<file path="src/rtl/tuning_regs_defs.svh">
`ifndef TUNING_REGS_DEFS_SVH
`define TUNING_REGS_DEFS_SVH

// ****************************************
// register byte offsets
// ****************************************
`define OFS_WALK_CACHE_CONTROL 20'h08E00
`define OFS_TRANSACTION_PRIORITY_VALUES 20'h08E04
`define OFS_BUILD_CONFIGURATION_INFO 20'h08E08
`define OFS_UARCH_PERMIT 20'h08E18

// ****************************************
// walk cache control fields
// ****************************************
`define WCC_S2_LVL1_POS 13
`define WCC_S2_LVL0_POS 12
`define WCC_S1_LVL3_POS 11
`define WCC_S1_LVL2_POS 10
`define WCC_S1_LVL1_POS 9
`define WCC_S1_LVL0_POS 8
`define WCC_AUX_LO_MSB 7
`define WCC_STORED_MSB 15
`define WCC_RESET 16'h0000

// ****************************************
// priority value fields
// ****************************************
`define QOS_SYNC_LSB 24
`define QOS_INTR_LSB 20
`define QUEUE_ACCESS_PRIORITY_LSB 16
`define QOS_WALK3_LSB 12
`define QOS_WALK2_LSB 8
`define QOS_WALK1_LSB 4
`define QOS_WALK0_LSB 0
`define QOS_USED_MSB 27
`define QOS_RESET 28'h0000000

// ****************************************
// configuration info fields
// ****************************************
`define CFG_SLOTS_LSB 4
`define CFG_SLOTS_MSB 15

// ****************************************
// permit register field
// ****************************************
`define PERMIT_UARCH_POS 0

`endif

</file>
<file path="src/rtl/tuning_regs_pkg.sv">
package tuning_regs_pkg;

  typedef logic [3:0] qos_t;

  typedef enum logic [3:0] {
    TXN_WALK = 4'h1,
    TXN_SYNC = 4'h2,
    TXN_INTR = 4'h4,
    TXN_QUEUE = 4'h8
  } txn_kind_e;

endpackage

</file>
<file path="src/rtl/two_flop_sync.sv">
`timescale 1ns/100ps
module two_flop_sync (
  input wire logic mclk,
  input wire logic resetn,
  input wire logic async_in,
  output logic sync_out
);
  logic meta_r;
  logic meta_nxt;
  logic sync_r;
  logic sync_nxt;

  always_comb begin
    meta_nxt = async_in;
    sync_nxt = meta_r;
  end

  always_ff @(posedge mclk or negedge resetn) begin
    if (!resetn) begin
      meta_r <= 1'b0;
      sync_r <= 1'b0;
    end else begin
      meta_r <= meta_nxt;
      sync_r <= sync_nxt;
    end
  end

  assign sync_out = sync_r;
endmodule

</file>
<file path="src/rtl/qos_select.sv">
`timescale 1ns/100ps
`include "tuning_regs_defs.svh"
module qos_select
  import tuning_regs_pkg::*;
(
  input wire logic [`QOS_USED_MSB:0] qos_fields,
  input wire txn_kind_e txn_kind,
  input wire logic [1:0] walk_priority,
  output qos_t axqos
);
  qos_t walk_qos;

  // only the transaction's own kind and priority matter
  always_comb begin
    unique case (walk_priority)
      2'h3: walk_qos = qos_fields[`QOS_WALK3_LSB +: 4];
      2'h2: walk_qos = qos_fields[`QOS_WALK2_LSB +: 4];
      2'h1: walk_qos = qos_fields[`QOS_WALK1_LSB +: 4];
      2'h0: walk_qos = qos_fields[`QOS_WALK0_LSB +: 4];
    endcase
  end

  always_comb begin
    unique case (txn_kind)
      TXN_WALK: axqos = walk_qos;
      TXN_SYNC: axqos = qos_fields[`QOS_SYNC_LSB +: 4];
      TXN_INTR: axqos = qos_fields[`QOS_INTR_LSB +: 4];
      TXN_QUEUE: axqos = qos_fields[`QUEUE_ACCESS_PRIORITY_LSB +: 4];
      default: axqos = 4'h0;
    endcase
  end
endmodule

</file>
<file path="src/rtl/tuning_config_regs.sv">
// Design decision made here: strobed register access.
`timescale 1ns/100ps
`include "tuning_regs_defs.svh"
// Function
// - a 1 in the stage 2 level 1 or level 0 disable bit turns that walk cache level off.
// - control bits 11 to 8 turn off stage 1 walk cache levels 3, 2, 1 and 0 when set.
// - master-port AxQOS comes from the priority register field for the transaction kind.
// - bits 27 to 24 give AxQOS of sync completion messages.
// - bits 23 to 20 give AxQOS of interrupt message writes.
// - bits 19 to 16 give AxQOS of queue memory accesses.
// - table walks take AxQOS from bits 15:12 down to 3:0 by node priority 3 down to 0.
// - AxQOS depends only on the transaction's own kind and priority.
// - without the non-secure permit, non-secure priority register reads give zero, writes drop.
// - priority register writes land only while both translation enables are 0.
// - configuration register is read-only and reads zero to non-secure without the permit.
// - configuration bits 15 to 4 report the shared slot count from the build parameter.
// - the non-secure permit bit resets to the secure override input's value.
module tuning_config_regs
  import tuning_regs_pkg::*;
#(
  parameter logic [11:0] SLOT_COUNT_PARAMETER = 12'h010
) (
  input wire logic mclk,
  input wire logic resetn,
  input wire logic [19:0] reg_addr,
  input wire logic [31:0] reg_wdata,
  input wire logic reg_write,
  input wire logic reg_read,
  input wire logic reg_nonsecure,
  output logic [31:0] reg_rdata,
  input wire logic sec_override,
  input wire logic translation_enable_s,
  input wire logic translation_enable_ns,
  input wire logic txn_valid,
  input wire txn_kind_e txn_kind,
  input wire logic [1:0] walk_priority,
  output logic axqos_valid,
  output qos_t axqos,
  output logic s2_lvl1_walkcache_off,
  output logic s2_lvl0_walkcache_off,
  output logic s1_lvl3_walkcache_off,
  output logic s1_lvl2_walkcache_off,
  output logic s1_lvl1_walkcache_off,
  output logic s1_lvl0_walkcache_off,
  output logic nonsecure_uarch_permit
);

  // ****************************************
  // override strap capture
  // ****************************************
  logic sec_override_sync;
  logic [1:0] strap_cnt_r;
  logic [1:0] strap_cnt_nxt;

  two_flop_sync u_override_sync (
    .mclk(mclk),
    .resetn(resetn),
    .async_in(sec_override),
    .sync_out(sec_override_sync)
  );

  // ****************************************
  // register state
  // ****************************************
  logic [`WCC_STORED_MSB:0] walk_cache_control_r;
  logic [`WCC_STORED_MSB:0] walk_cache_control_nxt;
  logic [`QOS_USED_MSB:0] transaction_priority_values_r;
  logic [`QOS_USED_MSB:0] transaction_priority_values_nxt;
  logic [11:0] shared_slot_count_r;
  logic [11:0] shared_slot_count_nxt;
  logic permit_r;
  logic permit_nxt;
  logic [31:0] rdata_r;
  logic [31:0] rdata_nxt;
  logic ns_blocked;
  logic translation_off;
  logic hit_wcc;
  logic hit_qos;
  logic hit_cfg;
  logic hit_permit;

  always_comb begin
    // permit gates the control, priority and configuration registers for non-secure masters
    ns_blocked = reg_nonsecure && !permit_r;
    translation_off = !translation_enable_s && !translation_enable_ns;
    hit_wcc = (reg_addr == `OFS_WALK_CACHE_CONTROL);
    hit_qos = (reg_addr == `OFS_TRANSACTION_PRIORITY_VALUES);
    hit_cfg = (reg_addr == `OFS_BUILD_CONFIGURATION_INFO);
    hit_permit = (reg_addr == `OFS_UARCH_PERMIT);
  end

  always_comb begin
    walk_cache_control_nxt = walk_cache_control_r;
    transaction_priority_values_nxt = transaction_priority_values_r;
    shared_slot_count_nxt = shared_slot_count_r;
    permit_nxt = permit_r;
    strap_cnt_nxt = strap_cnt_r;
    if (strap_cnt_r != 2'h3) begin
      strap_cnt_nxt = strap_cnt_r + 2'h1;
      // sync stages still hold their reset zeros until the second edge after release
      if (strap_cnt_r == 2'h2) begin
        permit_nxt = sec_override_sync;
        shared_slot_count_nxt = SLOT_COUNT_PARAMETER;
      end
    end else if (reg_write) begin
      if (hit_wcc && !ns_blocked) begin
        walk_cache_control_nxt = reg_wdata[`WCC_STORED_MSB:0];
      end
      // reserved bits above the used fields are never stored
      if (hit_qos && !ns_blocked && translation_off) begin
        transaction_priority_values_nxt = reg_wdata[`QOS_USED_MSB:0];
      end
      // secure-only; non-secure writes are ignored
      if (hit_permit && !reg_nonsecure) begin
        permit_nxt = reg_wdata[`PERMIT_UARCH_POS];
      end
    end
  end

  always_ff @(posedge mclk or negedge resetn) begin
    if (!resetn) begin
      walk_cache_control_r <= `WCC_RESET;
      transaction_priority_values_r <= `QOS_RESET;
      shared_slot_count_r <= 12'h000;
      permit_r <= 1'b0;
      strap_cnt_r <= 2'h0;
    end else begin
      walk_cache_control_r <= walk_cache_control_nxt;
      transaction_priority_values_r <= transaction_priority_values_nxt;
      shared_slot_count_r <= shared_slot_count_nxt;
      permit_r <= permit_nxt;
      strap_cnt_r <= strap_cnt_nxt;
    end
  end

  // ****************************************
  // read path
  // ****************************************
  always_comb begin
    rdata_nxt = 32'h00000000;
    if (reg_read) begin
      if (hit_wcc && !ns_blocked) begin
        rdata_nxt[`WCC_STORED_MSB:0] = walk_cache_control_r;
      end else if (hit_qos && !ns_blocked) begin
        rdata_nxt[`QOS_USED_MSB:0] = transaction_priority_values_r;
      end else if (hit_cfg && !ns_blocked) begin
        rdata_nxt[`CFG_SLOTS_MSB:`CFG_SLOTS_LSB] = shared_slot_count_r;
      end else if (hit_permit && !reg_nonsecure) begin
        rdata_nxt[`PERMIT_UARCH_POS] = permit_r;
      end
    end
  end

  always_ff @(posedge mclk or negedge resetn) begin
    if (!resetn) begin
      rdata_r <= 32'h00000000;
    end else begin
      rdata_r <= rdata_nxt;
    end
  end

  assign reg_rdata = rdata_r;

  // ****************************************
  // master-port priority
  // ****************************************
  qos_t axqos_sel;
  qos_t axqos_r;
  qos_t axqos_nxt;
  logic axqos_valid_r;
  logic axqos_valid_nxt;

  qos_select u_qos_select (
    .qos_fields(transaction_priority_values_r),
    .txn_kind(txn_kind),
    .walk_priority(walk_priority),
    .axqos(axqos_sel)
  );

  // value goes only to the bus; no internal arbitration reads it
  always_comb begin
    axqos_nxt = axqos_r;
    axqos_valid_nxt = txn_valid;
    if (txn_valid) begin
      axqos_nxt = axqos_sel;
    end
  end

  always_ff @(posedge mclk or negedge resetn) begin
    if (!resetn) begin
      axqos_r <= 4'h0;
      axqos_valid_r <= 1'b0;
    end else begin
      axqos_r <= axqos_nxt;
      axqos_valid_r <= axqos_valid_nxt;
    end
  end

  assign axqos = axqos_r;
  assign axqos_valid = axqos_valid_r;

  // ****************************************
  // walk cache disables
  // ****************************************
  // aux bits are stored and read back but steer nothing
  assign s2_lvl1_walkcache_off = walk_cache_control_r[`WCC_S2_LVL1_POS];
  assign s2_lvl0_walkcache_off = walk_cache_control_r[`WCC_S2_LVL0_POS];
  assign s1_lvl3_walkcache_off = walk_cache_control_r[`WCC_S1_LVL3_POS];
  assign s1_lvl2_walkcache_off = walk_cache_control_r[`WCC_S1_LVL2_POS];
  assign s1_lvl1_walkcache_off = walk_cache_control_r[`WCC_S1_LVL1_POS];
  assign s1_lvl0_walkcache_off = walk_cache_control_r[`WCC_S1_LVL0_POS];
  assign nonsecure_uarch_permit = permit_r;

endmodule

</file>
<file path="config.mk">
export PLATFORM = sky130hd
export DESIGN_NAME = tuning_config_regs
export DESIGN_NICKNAME = d
export VERILOG_FILES = /design/src/rtl/tuning_regs_pkg.sv /design/src/rtl/two_flop_sync.sv /design/src/rtl/qos_select.sv /design/src/rtl/tuning_config_regs.sv
export VERILOG_INCLUDE_DIRS = /design/src /design/src/rtl
export SDC_FILE = /design/constraint.sdc
export NUM_CORES = 1
export LEC_CHECK = 0
export BUFFER_PORTS_ARGS = -buffer_cell sky130_fd_sc_hd__buf_2
export CAP_MARGIN = 40
export CORE_AREA = 4 4 87 89
export DETAILED_ROUTE_END_ITERATION = 8
export DIE_AREA = 0 0 91 93
export PLACE_DENSITY = 0.92
export SKIP_LAST_GASP = 1
export SYNTH_ARGS = -nofsm -noshare
export SYNTH_HDL_FRONTEND = slang
export SYNTH_HIERARCHICAL = 1
export SYNTH_SLANG_ARGS = --single-unit
</file>
<file path="constraint.sdc">
create_clock -name mclk -period 5.6 [get_ports mclk]
set_input_delay 1.12 -clock mclk [delete_from_list [all_inputs] [get_ports mclk]]
set_output_delay 1.12 -clock mclk [all_outputs]
set_load 0.05 [all_outputs]
</file>
Yosys cells after proc, flatten, opt, wreduce, memory -nomap -nowiden:

Cells that the tools add are included.

* input port bits: 67
* logic and storage cells: 61
* output and inout port bits: 44
* flip-flop bits (word level): 83

* muxes and demuxes: 16
* bitwise operators: 1
* $add $sub $neg: 1
* eq/ne operators: 14
* reduce and logical (&&, ||, !) cells: 19

Operators with widths (number)
* equality test 20 x 16 -> 1 bit, second input constant: 4
* two-way mux 12 bit: 3
* one-hot mux 4 bit (4 select lines): 2
* two-way mux 28 bit: 1
* two-way mux 16 bit: 1
* AND reduction 3 bit: 3
* logical AND 1 bit: 7
* two-way mux 1 bit: 7
* equality test 2 bit, second input constant: 3
* logical NOT 1 bit: 5
* two-way mux 5 bit: 1
* equality test 4 x 1 -> 1 bit, second input constant: 1
* equality test 4 x 2 -> 1 bit, second input constant: 1
* equality test 4 x 3 -> 1 bit, second input constant: 1
* equality test 4 bit, second input constant: 1
* nonzero test 2 bit: 2
* two-way mux 3 bit: 1
* adder 2 x 1 -> 2 bit, second input constant: 1
* equality test 2 x 1 -> 1 bit, second input constant: 1
* logical NOT 2 bit: 1
* inequality test 2 x 1 -> 1 bit, second input constant: 1
* inequality test 2 bit, second input constant: 1
* AND reduction 2 bit: 1
* NOT 1 bit: 1

Depth between registers and ports, before layout:

Gate-level depths: netlist of run 1.

* depth after elaboration: 8
* gate-level depth with buffers: 6
* gate-level depth less buffers: 5

Cells and area by module:

The synthesis of run 1 kept the hierarchy.

Modules (own cells, without submodules)
* tuning_config_regs: area each 3377.0 um^2, cells each 238, instances 1, sequential area each 2026.9 um^2
* qos_select: area each 257.7 um^2, cells each 27, instances 1, sequential area each 0.0 um^2
* two_flop_sync: area each 50.0 um^2, cells each 2, instances 1, sequential area each 50.0 um^2

Worst setup path before layout of run 1:

Ideal clock, no wire load.

* kind: input port to flip-flop
* from: in reg_addr[16]
* to: reg transaction_priority_values_r[10]
* path buffers: 1
* required time: 5475 ps
* setup slack: 2644 ps
* data arrival time: 2831 ps
* stages: 5
* library setup time: 125 ps
* cells stage by stage: or4b_4 -> nor4_4 -> nand4_4 -> buf_6 -> mux2_4

* word-level cells in the longest chain between the ends: 4

RTL lines
* start, declared: RTL line tuning_config_regs.sv:25 `input wire logic [19:0] reg_addr,`
* equality test 20 x 16 -> 1 bit (no source line)
* logical AND 1 bit (2 in a row): RTL line tuning_config_regs.sv:110 `if (hit_qos && !ns_blocked && translation_off) begin`
* AND reduction 3 bit (no source line)
* end signal, assigned: RTL line tuning_config_regs.sv:123 `` transaction_priority_values_r <= `QOS_RESET; ``
* end signal, assigned: RTL line tuning_config_regs.sv:129 `transaction_priority_values_r <= transaction_priority_values_nxt;`
* end, declared: RTL line tuning_config_regs.sv:67 `` logic [`QOS_USED_MSB:0] transaction_priority_values_r; ``

No other way between the ends.
A chain may end at the register's enable or synchronous reset.

Final worst setup path of run 1:

* from: in reg_addr[2]
* to: reg transaction_priority_values_r[17]

Same word-level chain as after synthesis.

==> results of run 1 <==
==> cells in the mapped netlist (2+ instances only) <==
| cell type | number | area (um^2) |
|---|---|---|
| nand4_4 | 2 | 42.5 |
| inv_1 | 5 | 18.8 |
| nor3_1 | 28 | 140 |
| nor2_1 | 4 | 15.0 |
| nand2_1 | 23 | 86.3 |
| mux2_4 | 20 | 300 |
| and2b_1 | 2 | 15.0 |
| nand3b_1 | 3 | 22.5 |
| nor4b_2 | 2 | 30.0 |
| nand3_1 | 2 | 10.0 |
| dfrtp_1 | 83 | 2080 |
| mux4_1 | 3 | 78.8 |
| mux2_2 | 25 | 282 |
| clkbuf_1 | 6 | 22.5 |
| buf_6 | 2 | 22.5 |
| o311ai_1 | 3 | 26.3 |
| buf_1 | 2 | 7.51 |
| mux2i_1 | 15 | 150 |
| or2_2 | 2 | 12.5 |
| mux2_1 | 3 | 33.8 |
| buf_4 | 4 | 30.0 |
| a22oi_1 | 3 | 22.5 |
| ha_1 | 2 | 25.0 |
==> final cells by class <==
class / count / share of cell area [%]
clock inverter: 4 / 1.71
clock buffer: 11 / 2.94
sequential: 83 / 46.5
inverter: 5 / 0.420
tap: 80 / 2.24
timing repair buffer: 104 / 12.3
multi-input combinational: 167 / 33.9
==> per-layer routing <==
| metal | GRT usage, % | up-vias |
|---|---|---|
| li1 | - | 1171 |
| met1 | 23.8 | 1243 |
| met2 | 35.2 | 99 |
| met3 | 5.55 | 26 |
| met4 | 8.67 | 0 |
| met5 | 0 | - |
==> state kept, by name, indices dropped and copies added (netlist names) <==
name and flops:
axqos 4, shared_slot_count_r 1, axqos_valid 1, transaction_priority_values_r 28, u_override_sync/sync_out 1, u_override_sync/meta_r 1, reg_rdata 28, walk_cache_control_r 16
strap_cnt_r 2, nonsecure_uarch_permit 1
==> metrics by stage <==
step	std cells	setup slack, ns	util [%]	area (um^2)
final	454	2.32	66.1	4460
after global placement	437	1.96	62.5	4220
after detailed placement	439	1.95	63.0	4260
after CTS	454	2.31	66.1	4460
after floorplan	270	2.64	-	3700
after global routing	454	2.18	66.1	4460
==> how the worst min path moves through the flow <==
stage                                    endpoint  slack, ns  cells past startpoint
6_report       u_override_sync/sync_out$_DFF_PN0_       0.36                      0
3_3_place_gp   u_override_sync/sync_out$_DFF_PN0_       0.33                      0
4_1_cts        u_override_sync/sync_out$_DFF_PN0_       0.36                      0
5_1_grt        u_override_sync/sync_out$_DFF_PN0_       0.36                      0
2_1_floorplan  u_override_sync/sync_out$_DFF_PN0_       0.33                      0
3_5_place_dp   u_override_sync/sync_out$_DFF_PN0_       0.34                      0
==> logic make-up (layout without fill, tap and decap cells) <==
logic type / after synthesis / after routing
flip-flops: 83 / 83
AND/OR/NAND/NOR: 77 / 77
multiplexers: 67 / 67
buffers and inverters: 20 / 124
AO/OA/AOI/OAI: 16 / 16
adder cells (fa/ha/maj): 2 / 2
other: 1 / 4
XOR/XNOR: 1 / 1
==> power by group <==
group | leakage [uW] | internal, uW | switching (uW)
logic | 0.00115 | 26.1 | 45.9
registers | 0.00114 | 600 | 0.733
clock network | 0.0000996 | 250 | 200
==> impl_metrics.tcl, run 1 <==
set metrics [dict create \
    cts.path.max_buffers 2 \
    wl_met3_um 485 \
    r2r_slack_ns 3.08 \
    die-area_mm2 0.00846 \
    grt_pass1_wl_um 13400 \
    route.top_layer_used "met4" \
    ys_warn_count 6 \
    power_uw 1120 \
    fin_worst_skew_ns 0.00622 \
    hold_class "flip-flop to flip-flop" \
    die_h_um 93 \
    relSlewSlack_pct 49.4 \
    worst_pin_slew_ns 0.760 \
    diodes 0 \
    synth-seq-cells 83 \
    reg2reg_to "transaction_priority_values_r[17]$_DFFE_PN0P_" \
    timing.final.crit_share_pct 58.5 \
    ant_nets 0 \
    gp_congestion 0.910 \
    avgSynthCellArea_um2 13.8 \
    crit_type "primary input to flip-flop" \
    fill_cells 508 \
    layout_commonest_cell "buf_2" \
    design.core.area_mm2 0.00676 \
    wl_met2_um 4090 \
    rr_worst_depth 5 \
    grt_max_degree 45 \
    crit_end "transaction_priority_values_r[17]$_DFFE_PN0P_" \
    critical_path_depth 5 \
    route.detailed.drc 0 \
    worstPathMaxFanout 31 \
    maxSlewViolCount 0 \
    worst-endpoint-required_ns 5.83 \
    max_stage_delay_ns 0.63 \
    cts.repair.resized 0 \
    synthFlopType "dfrtp_1" \
    start_kind "primary input" \
    maxCapViolCount 0 \
    cp-startpoint "reg_addr[2]" \
    cp-end-kind "flip-flop" \
    rsz0062_at_grt "no" \
    post_cts_buffers 0 \
    vias 2539 \
    synth_edf_count 0 \
    antenna_found_initial 0 \
    dr.pass1.iters 5 \
    status "finished, final reports clean" \
    clk_latency_ns 0.34 \
    syn_area_mm2 0.00368 \
    synth_fa_ha_area_share_pct 0.679 \
    area_growth_pct 21.2 \
    r2r_start "strap_cnt_r[0]$_DFFE_PN0N_" \
    setup-violations-final 0 \
    critical_path.slowest_cell "nand4_4" \
    finalHoldViolations 0 \
    period_needed_ns 3.28 \
    async_flop_share_pct 100 \
    synthXorXnorAreaFrac_pct 0.238 \
    drt_iter0_drc 74 \
    viasPerCell 5.59 \
    synthSimpleGateAreaFrac_pct 12.6 \
    power_leakage_uw 0.00239 \
    hold_buffers 0 \
    wire_per_inst_um 17.9 \
    routed_wl_um 8120 \
    ios 111 \
    nNetsFinal 439 \
    num_rows 30 \
    clock_sinks 83 \
    peakVddDrop_uv 151 \
    ys_seq_area_share_pct 56.4 \
    start_util_pct 54.5 \
    critical-path-top-delay-family "simple AND/OR/NAND/NOR gates" \
    numPortBuffers 102 \
    cts_tree "built" \
    syn_inst 267 \
    synth-compound-area-share_pct 3.57 \
    gr-total-overflow 0 \
    cts_made_buffers 9 \
    drive_above_1_share_pct 46.5 \
    ctsHtreeMaxLevel 3 \
    first_global_vias 2699 \
    seqCellArea_mm2 0.00208 \
    cp_data_arrival_time_ns 3.50 \
    fmax_mhz 305 \
    fin_setup_tns_ns 0 \
    die_w_um 91 \
    multi_input_area_mm2 0.00151 \
    min_from "u_override_sync/meta_r$_DFF_PN0_" \
    synth_cell_type_count 46 \
    crit_buf_inv 2 \
    hpwl_um 5910 \
    holdWs_ns 0.355 \
    synth_mux_area_share_pct 23.5 \
    grt.total_usage_pct 20.3 \
    clockRootBuffer "clkbuf_8" \
    synth_top_family_by_area "multiplexers" \
    mostFrequentLayoutCells "buf_2 (101), dfrtp_1 (83), nor3_1 (28), mux2_2 (25), nand2_1 (23)" \
    power_density_mw_per_mm2 251 \
    clk_pin_slew_ns 0.08 \
    drt-met1-wl_um 3300 \
    crit_chain "buf_2 > inv_1 > nor3_1 > nand4_4 > mux2_4" \
]
Note: power is estimated with default switching activity, not from simulation.
==> inputs of run 2 (changes only) <==
Settings changed: ABC_AREA set to 1, CORE_AREA 4 4 87 89 to 4 4 93 95, DIE_AREA 0 0 91 93 to 0 0 97 99, PLACE_DENSITY 0.92 to 0.87.
Clock period 5.6 ns to 3.4 ns, I/O delays scaled along.
==> run 2 against run 1 <==
Compared with the run above: cell area is 5.9% higher; synthesized cell count is 76% higher; die area is 13% higher; clock power is 49% higher; count of clock-buffer cells in the layout stayed put; largest cell class unchanged.
==> impl_metrics.tcl, run 2 <==
set metrics [dict create \
    gp_congestion 0.879 \
    syn_area_mm2 0.00399 \
    synthFlopType "dfrtp_1" \
    cp_data_arrival_time_ns 2.69 \
    grt_pass1_wl_um 15600 \
    setup-violations-final 0 \
    hpwl_um 6460 \
    timing.final.crit_share_pct 72.3 \
    routed_wl_um 9040 \
    vias 3288 \
    viasPerCell 4.87 \
    yosys-top-cells-count "nand2_1 (125), dfrtp_1 (83), inv_1 (68), nor2_1 (45), o21ai_0 (26)" \
    ios 111 \
    worstPathMaxFanout 30 \
    first_global_vias 3349 \
    power_uw 1800 \
    worst-endpoint-required_ns 3.63 \
    hold_buffers 0 \
    maxSlewViolCount 0 \
    cts_tree "built" \
    die_w_um 97 \
    ys_seq_area_share_pct 52.1 \
    rsz0062_at_grt "no" \
    synth.most_common_cell "nand2_1" \
    cts_made_buffers 9 \
    fin_setup_tns_ns 0 \
    power_leakage_uw 0.00263 \
    status "finished, final reports clean" \
    finalHoldViolations 0 \
    post-route-util_pct 61.2 \
    synth_cell_type_count 31 \
    clk_pin_slew_ns 0.09 \
    mostFrequentLayoutCells "nand2_1 (125), buf_2 (101), dfrtp_1 (83), inv_1 (68), nor2_1 (45)" \
    clockRootBuffer "clkbuf_8" \
    diodes 0 \
    design.core.area_mm2 0.00773 \
    fin_worst_skew_ns 0.0123 \
    synth_area_leaders "dfrtp_1 (52%), nand2_1 (12%), inv_1 (6.4%)" \
    start_kind "flip-flop" \
    dr.pass1.iters 4 \
    antenna_found_initial 1 \
    fmax_mhz 407 \
    start_util_pct 51.6 \
    layout_commonest_cell "nand2_1" \
    cts.repair.resized 0 \
    cts.path.max_buffers 2 \
    worst_pin_slew_ns 0.644 \
    avgSynthCellArea_um2 8.46 \
    drt_iter0_drc 177 \
    holdWs_ns 0.245 \
    clock_sinks 83 \
    period_needed_ns 2.46 \
    grt_max_degree 55 \
    ant_nets 0 \
    nNetsFinal 637 \
    die_h_um 99 \
    die-area_mm2 0.00960 \
    wire_per_inst_um 13.4 \
    cp-end-kind "flip-flop" \
    synth_edf_count 0 \
    gr-total-overflow 0 \
    post_cts_buffers 0 \
    synth-seq-cells 83 \
    maxCapViolCount 0 \
    numPortBuffers 102 \
    peakVddDrop_uv 170 \
    synth_area_leader_cell "dfrtp_1" \
    async_flop_share_pct 100 \
    crit_type "flip-flop to flip-flop" \
    hold_class "primary input to async pin" \
    area_growth_pct 18.5 \
    power_density_mw_per_mm2 380 \
    drive_above_1_share_pct 30.7 \
    ctsHtreeMaxLevel 3 \
    clk_latency_ns 0.35 \
    rr_worst_depth 7 \
    place_inst 659 \
    route.detailed.drc 0 \
    syn_inst 471 \
    ys_warn_count 6 \
    grt.total_usage_pct 19.9 \
    relSlewSlack_pct 57.0 \
    fin_cells 675 \
    yosys.area.top_type_share_pct 52.1 \
    num_rows 32 \
]
run 2: cell types whose count changed after synthesis, moves of 14 or more:
| cell | change |
|---|---|
| o22ai_1 | +14 |
| nor3_1 | -27 |
| nand2_1 | +102 |
| mux2_2 | -21 |
| mux2i_1 | -15 |
| nor2_1 | +41 |
| mux2_4 | -20 |
| o21ai_2 | +20 |
| inv_1 | +63 |
| o21ai_0 | +25 |
| nand3_1 | +15 |
run 2: cell families (layout without fill, tap and decap cells):
logic type      count (synthesis)  in the layout  synth area share (%)
simple gates                  217            217                  24.2
buf+inv                        95            194                  10.7
fa+ha+maj                       2              2                 0.628
xor+xnor                        1              1                 0.220
mux                             4              4                  1.13
other cells                     1              4                0.0941
flops                          83             83                  52.1
compound gates                 68             68                  10.9
run 2: layer usage:
metal  up-vias  wire length, um  part of all wire (%)  GRT usage [%]
li1       1636                -                     -              -
met1      1530             3740                    41           25.1
met2       108             4470                    49           32.7
met3        12              685                   7.6           5.73
met4         2              125                   1.4           7.24
met5         -               15                  0.17              0
run 2: path summary, 6_finish.rpt:
| kind | startpoint | endpoint | slack, ns |
|---|---|---|---|
| worst max-delay path | strap_cnt_r[0]$_DFFE_PN0N_ | transaction_priority_values_r[1]$_DFFE_PN0P_ | 0.94 |
| worst min-delay path | resetn | reg_rdata[5]$_DFF_PN0_ | 0.24 |
| worst max register to register | strap_cnt_r[0]$_DFFE_PN0N_ | transaction_priority_values_r[1]$_DFFE_PN0P_ | 0.94 |
| worst min register to register | u_override_sync/meta_r$_DFF_PN0_ | u_override_sync/sync_out$_DFF_PN0_ | 0.36 |
| max in group asynchronous | resetn | transaction_priority_values_r[27]$_DFFE_PN0P_ | 2.56 |
| min in group mclk | u_override_sync/meta_r$_DFF_PN0_ | u_override_sync/sync_out$_DFF_PN0_ | 0.36 |
run 2: through the flow:
stage                     setup slack (ns)  cell area (um^2)
after floorplan                       1.67              4000
after global placement               0.845              4510
after detailed placement             0.853              4540
after CTS                            0.897              4730
after global routing                 0.721              4730
final                                0.941              4730
run 2: critical path, cell delays in order, from the launching register on:
cell and delay, ns:
dfrtp_1 0.39, ha_1 0.27, nand2_2 0.33, nor3_2 0.27, nand3_2 0.54, buf_12 0.40, nand2_1 0.08, o21ai_1 0.05
run 2: final cells by class:
class | count | area (um^2)
clock buffers | 11 | 151
clock inverters | 5 | 37.5
fillers | 694 | 3000
inverters | 74 | 278
multi-input cells | 296 | 1490
flip-flops and latches | 83 | 2080
well taps | 102 | 128
repair buffers | 104 | 561
run 2: power breakdown:
| group | switching [uW] | leakage [uW] | internal (uW) |
|---|---|---|---|
| sequential | 1.82 | 0.00113 | 989 |
| clock | 362 | 0.0000915 | 307 |
| combinational | 92.5 | 0.00141 | 45.0 |
| total | 457 | 0.00263 | 1340 |
==> inputs of run 3 (changes only) <==
Clock period 3.4 ns to 2.3 ns, I/O delays scaled along.
==> run 3 against run 2 <==
Compared with the run above: worst setup slack lost 0.31 ns; worst hold slack lost 0.031 ns; critical path depth is the same; first-iteration DRC count shrank 27%; core utilization grew 0.89 points.
==> impl_metrics.tcl, run 3 (synthesis gave the netlist of run 2 again) <==
set metrics [dict create \
    cts.repair.resized 0 \
    r2r_slack_ns 0.63 \
    fmax_mhz 598 \
    timing.final.crit_share_pct 72.7 \
    fin_setup_tns_ns 0 \
    cp_data_arrival_time_ns 1.90 \
    worstPathMaxFanout 34 \
    mostFrequentLayoutCells "nand2_1 (125), buf_2 (101), dfrtp_1 (83), inv_1 (68), nor2_1 (45)" \
    die_w_um 97 \
    die-area_mm2 0.00960 \
    critical-path-top-delay-family "simple AND/OR/NAND/NOR gates" \
    clk_latency_ns 0.36 \
    wire_per_inst_um 13.6 \
    drt-met1-wl_um 3700 \
    design.core.area_mm2 0.00773 \
    maxSlewViolCount 0 \
    hold_class "primary input to flip-flop" \
    rr_worst_depth 7 \
    p_clk_share_pct 42.0 \
    wl_met2_um 4700 \
    crit_path_frequent_cell "nor2_1" \
    first_global_vias 3250 \
    clockRootBuffer "clkbuf_8" \
    numPortBuffers 102 \
    start_util_pct 51.6 \
    wl_met3_um 794 \
    min_from "sec_override" \
    clk_pin_slew_ns 0.08 \
    switching_power_uw 679 \
    place_inst 665 \
    rsz0062_at_grt "no" \
    route.detailed.drc 0 \
    area_growth_pct 20.3 \
    nNetsFinal 644 \
    holdWs_ns 0.213 \
    ios 111 \
    status "finished, final reports clean" \
    worst_slack_ns 0.629 \
    fin_worst_skew_ns 0.00997 \
    min_to "u_override_sync/meta_r$_DFF_PN0_" \
    worst-endpoint-required_ns 2.53 \
    power_uw 2880 \
    route.top_layer_used "met4" \
    critical_path.slowest_cell "dfrtp_1" \
    num_rows 32 \
    p_int_uw 2200 \
    hpwl_um 6880 \
    cts_tree "built" \
    dr.pass1.iters 4 \
    grt_max_degree 37 \
    place_ws_ns 0.382 \
    r2r_start "nonsecure_uarch_permit$_DFFE_PN0P_" \
    gr-total-overflow 0 \
    grt.total_usage_pct 19.6 \
    max_stage_delay_ns 0.44 \
    power_density_mw_per_mm2 601 \
    crit_buf_inv 0 \
    cts.path.max_buffers 2 \
    antenna_found_initial 0 \
    drt_iter0_drc 129 \
    ctsHtreeMaxLevel 3 \
    maxCapViolCount 0 \
    cts_made_buffers 9 \
    drive_above_1_share_pct 31.4 \
    grt_pass1_wl_um 15200 \
    cp-end-kind "flip-flop" \
    layout_commonest_cell "nand2_1" \
    viasPerCell 4.87 \
    crit_type "flip-flop to flip-flop" \
    routed_wl_um 9250 \
    peakVddDrop_uv 284 \
    holdPathStages 1 \
    start_kind "flip-flop" \
    period_needed_ns 1.67 \
    die_h_um 99 \
    p_sw_share_pct 23.5 \
    gp_congestion 0.907 \
    clock_sinks 83 \
    reg2reg_to "walk_cache_control_r[0]$_DFFE_PN0P_" \
    ant_nets 0 \
    fin_cells 682 \
    vias 3324 \
    diodes 0 \
    p_comb_share_pct 7.2 \
    crit_chain "nor2_1 > nor2_1 > nand2_1 > nor2_2 > nand2_4 > nor2_8 > o21ai_0" \
    power_leakage_uw 0.00267 \
    finalHoldViolations 0 \
    critical_path_depth 7 \
    setup-violations-final 0 \
    seq_power_share_pct 50.8 \
]
run 3: layout make-up:
| cell class | count | area (um^2) |
|---|---|---|
| Multi-Input combinational cell | 296 | 1490 |
| Fill cell | 694 | 2930 |
| Sequential cell | 83 | 2080 |
| Clock buffer | 11 | 151 |
| Timing Repair Buffer | 111 | 583 |
| Tap cell | 102 | 128 |
| Inverter | 74 | 278 |
| Clock inverter | 5 | 83.8 |
run 3: worst max-delay path by stage:
stage | from | end | slack [ns]
after global routing | nonsecure_uarch_permit$_DFFE_PN0P_ | walk_cache_control_r[0]$_DFFE_PN0P_ | 0.42
after CTS | nonsecure_uarch_permit$_DFFE_PN0P_ | walk_cache_control_r[0]$_DFFE_PN0P_ | 0.62
final | nonsecure_uarch_permit$_DFFE_PN0P_ | walk_cache_control_r[0]$_DFFE_PN0P_ | 0.63
after floorplan | nonsecure_uarch_permit$_DFFE_PN0P_ | transaction_priority_values_r[15]$_DFFE_PN0P_ | 0.62
after detailed placement | reg_addr[14] | walk_cache_control_r[0]$_DFFE_PN0P_ | 0.38
after global placement | reg_addr[16] | walk_cache_control_r[0]$_DFFE_PN0P_ | 0.41
run 3: power by group through the flow:
stage                     Sequential (uW)  Clock (uW)  Combinational, uW
after floorplan                      1500           0               85.8
after CTS                            1460        1230                209
after detailed placement             1490           0                207
final                                1460        1210                207
after global routing                 1470        1290                232
after global placement               1490           0                200
run 3: worst reg2reg max path, stage by stage (launching register included):
cell	delay, ns
dfrtp_1	0.44
nor2_1	0.07
nor2_1	0.08
nand2_1	0.10
nor2_2	0.17
nand2_4	0.24
nor2_8	0.32
o21ai_0	0.13
run 3: per-layer routing:
metal / track usage, % / vias up
met5: 0 / -
li1: - / 1650
met2: 33.7 / 117
met3: 6.30 / 4
met1: 23.9 / 1553
met4: 5.29 / 0
run 3: per-stage QoR:
stage / util (%) / instance area (um^2)
after global routing: 62.0 / 4790
final: 62.0 / 4790
after floorplan: - / 4000
after CTS: 62.0 / 4790
after detailed placement: 58.9 / 4550
after global placement: 58.9 / 4550
run 3: what timing repair did:
item / 4_1_cts / 5_1_grt
hold buffers: 1 / 0
hold endpoints to repair: 12 / 0
setup buffers: 0 / 0
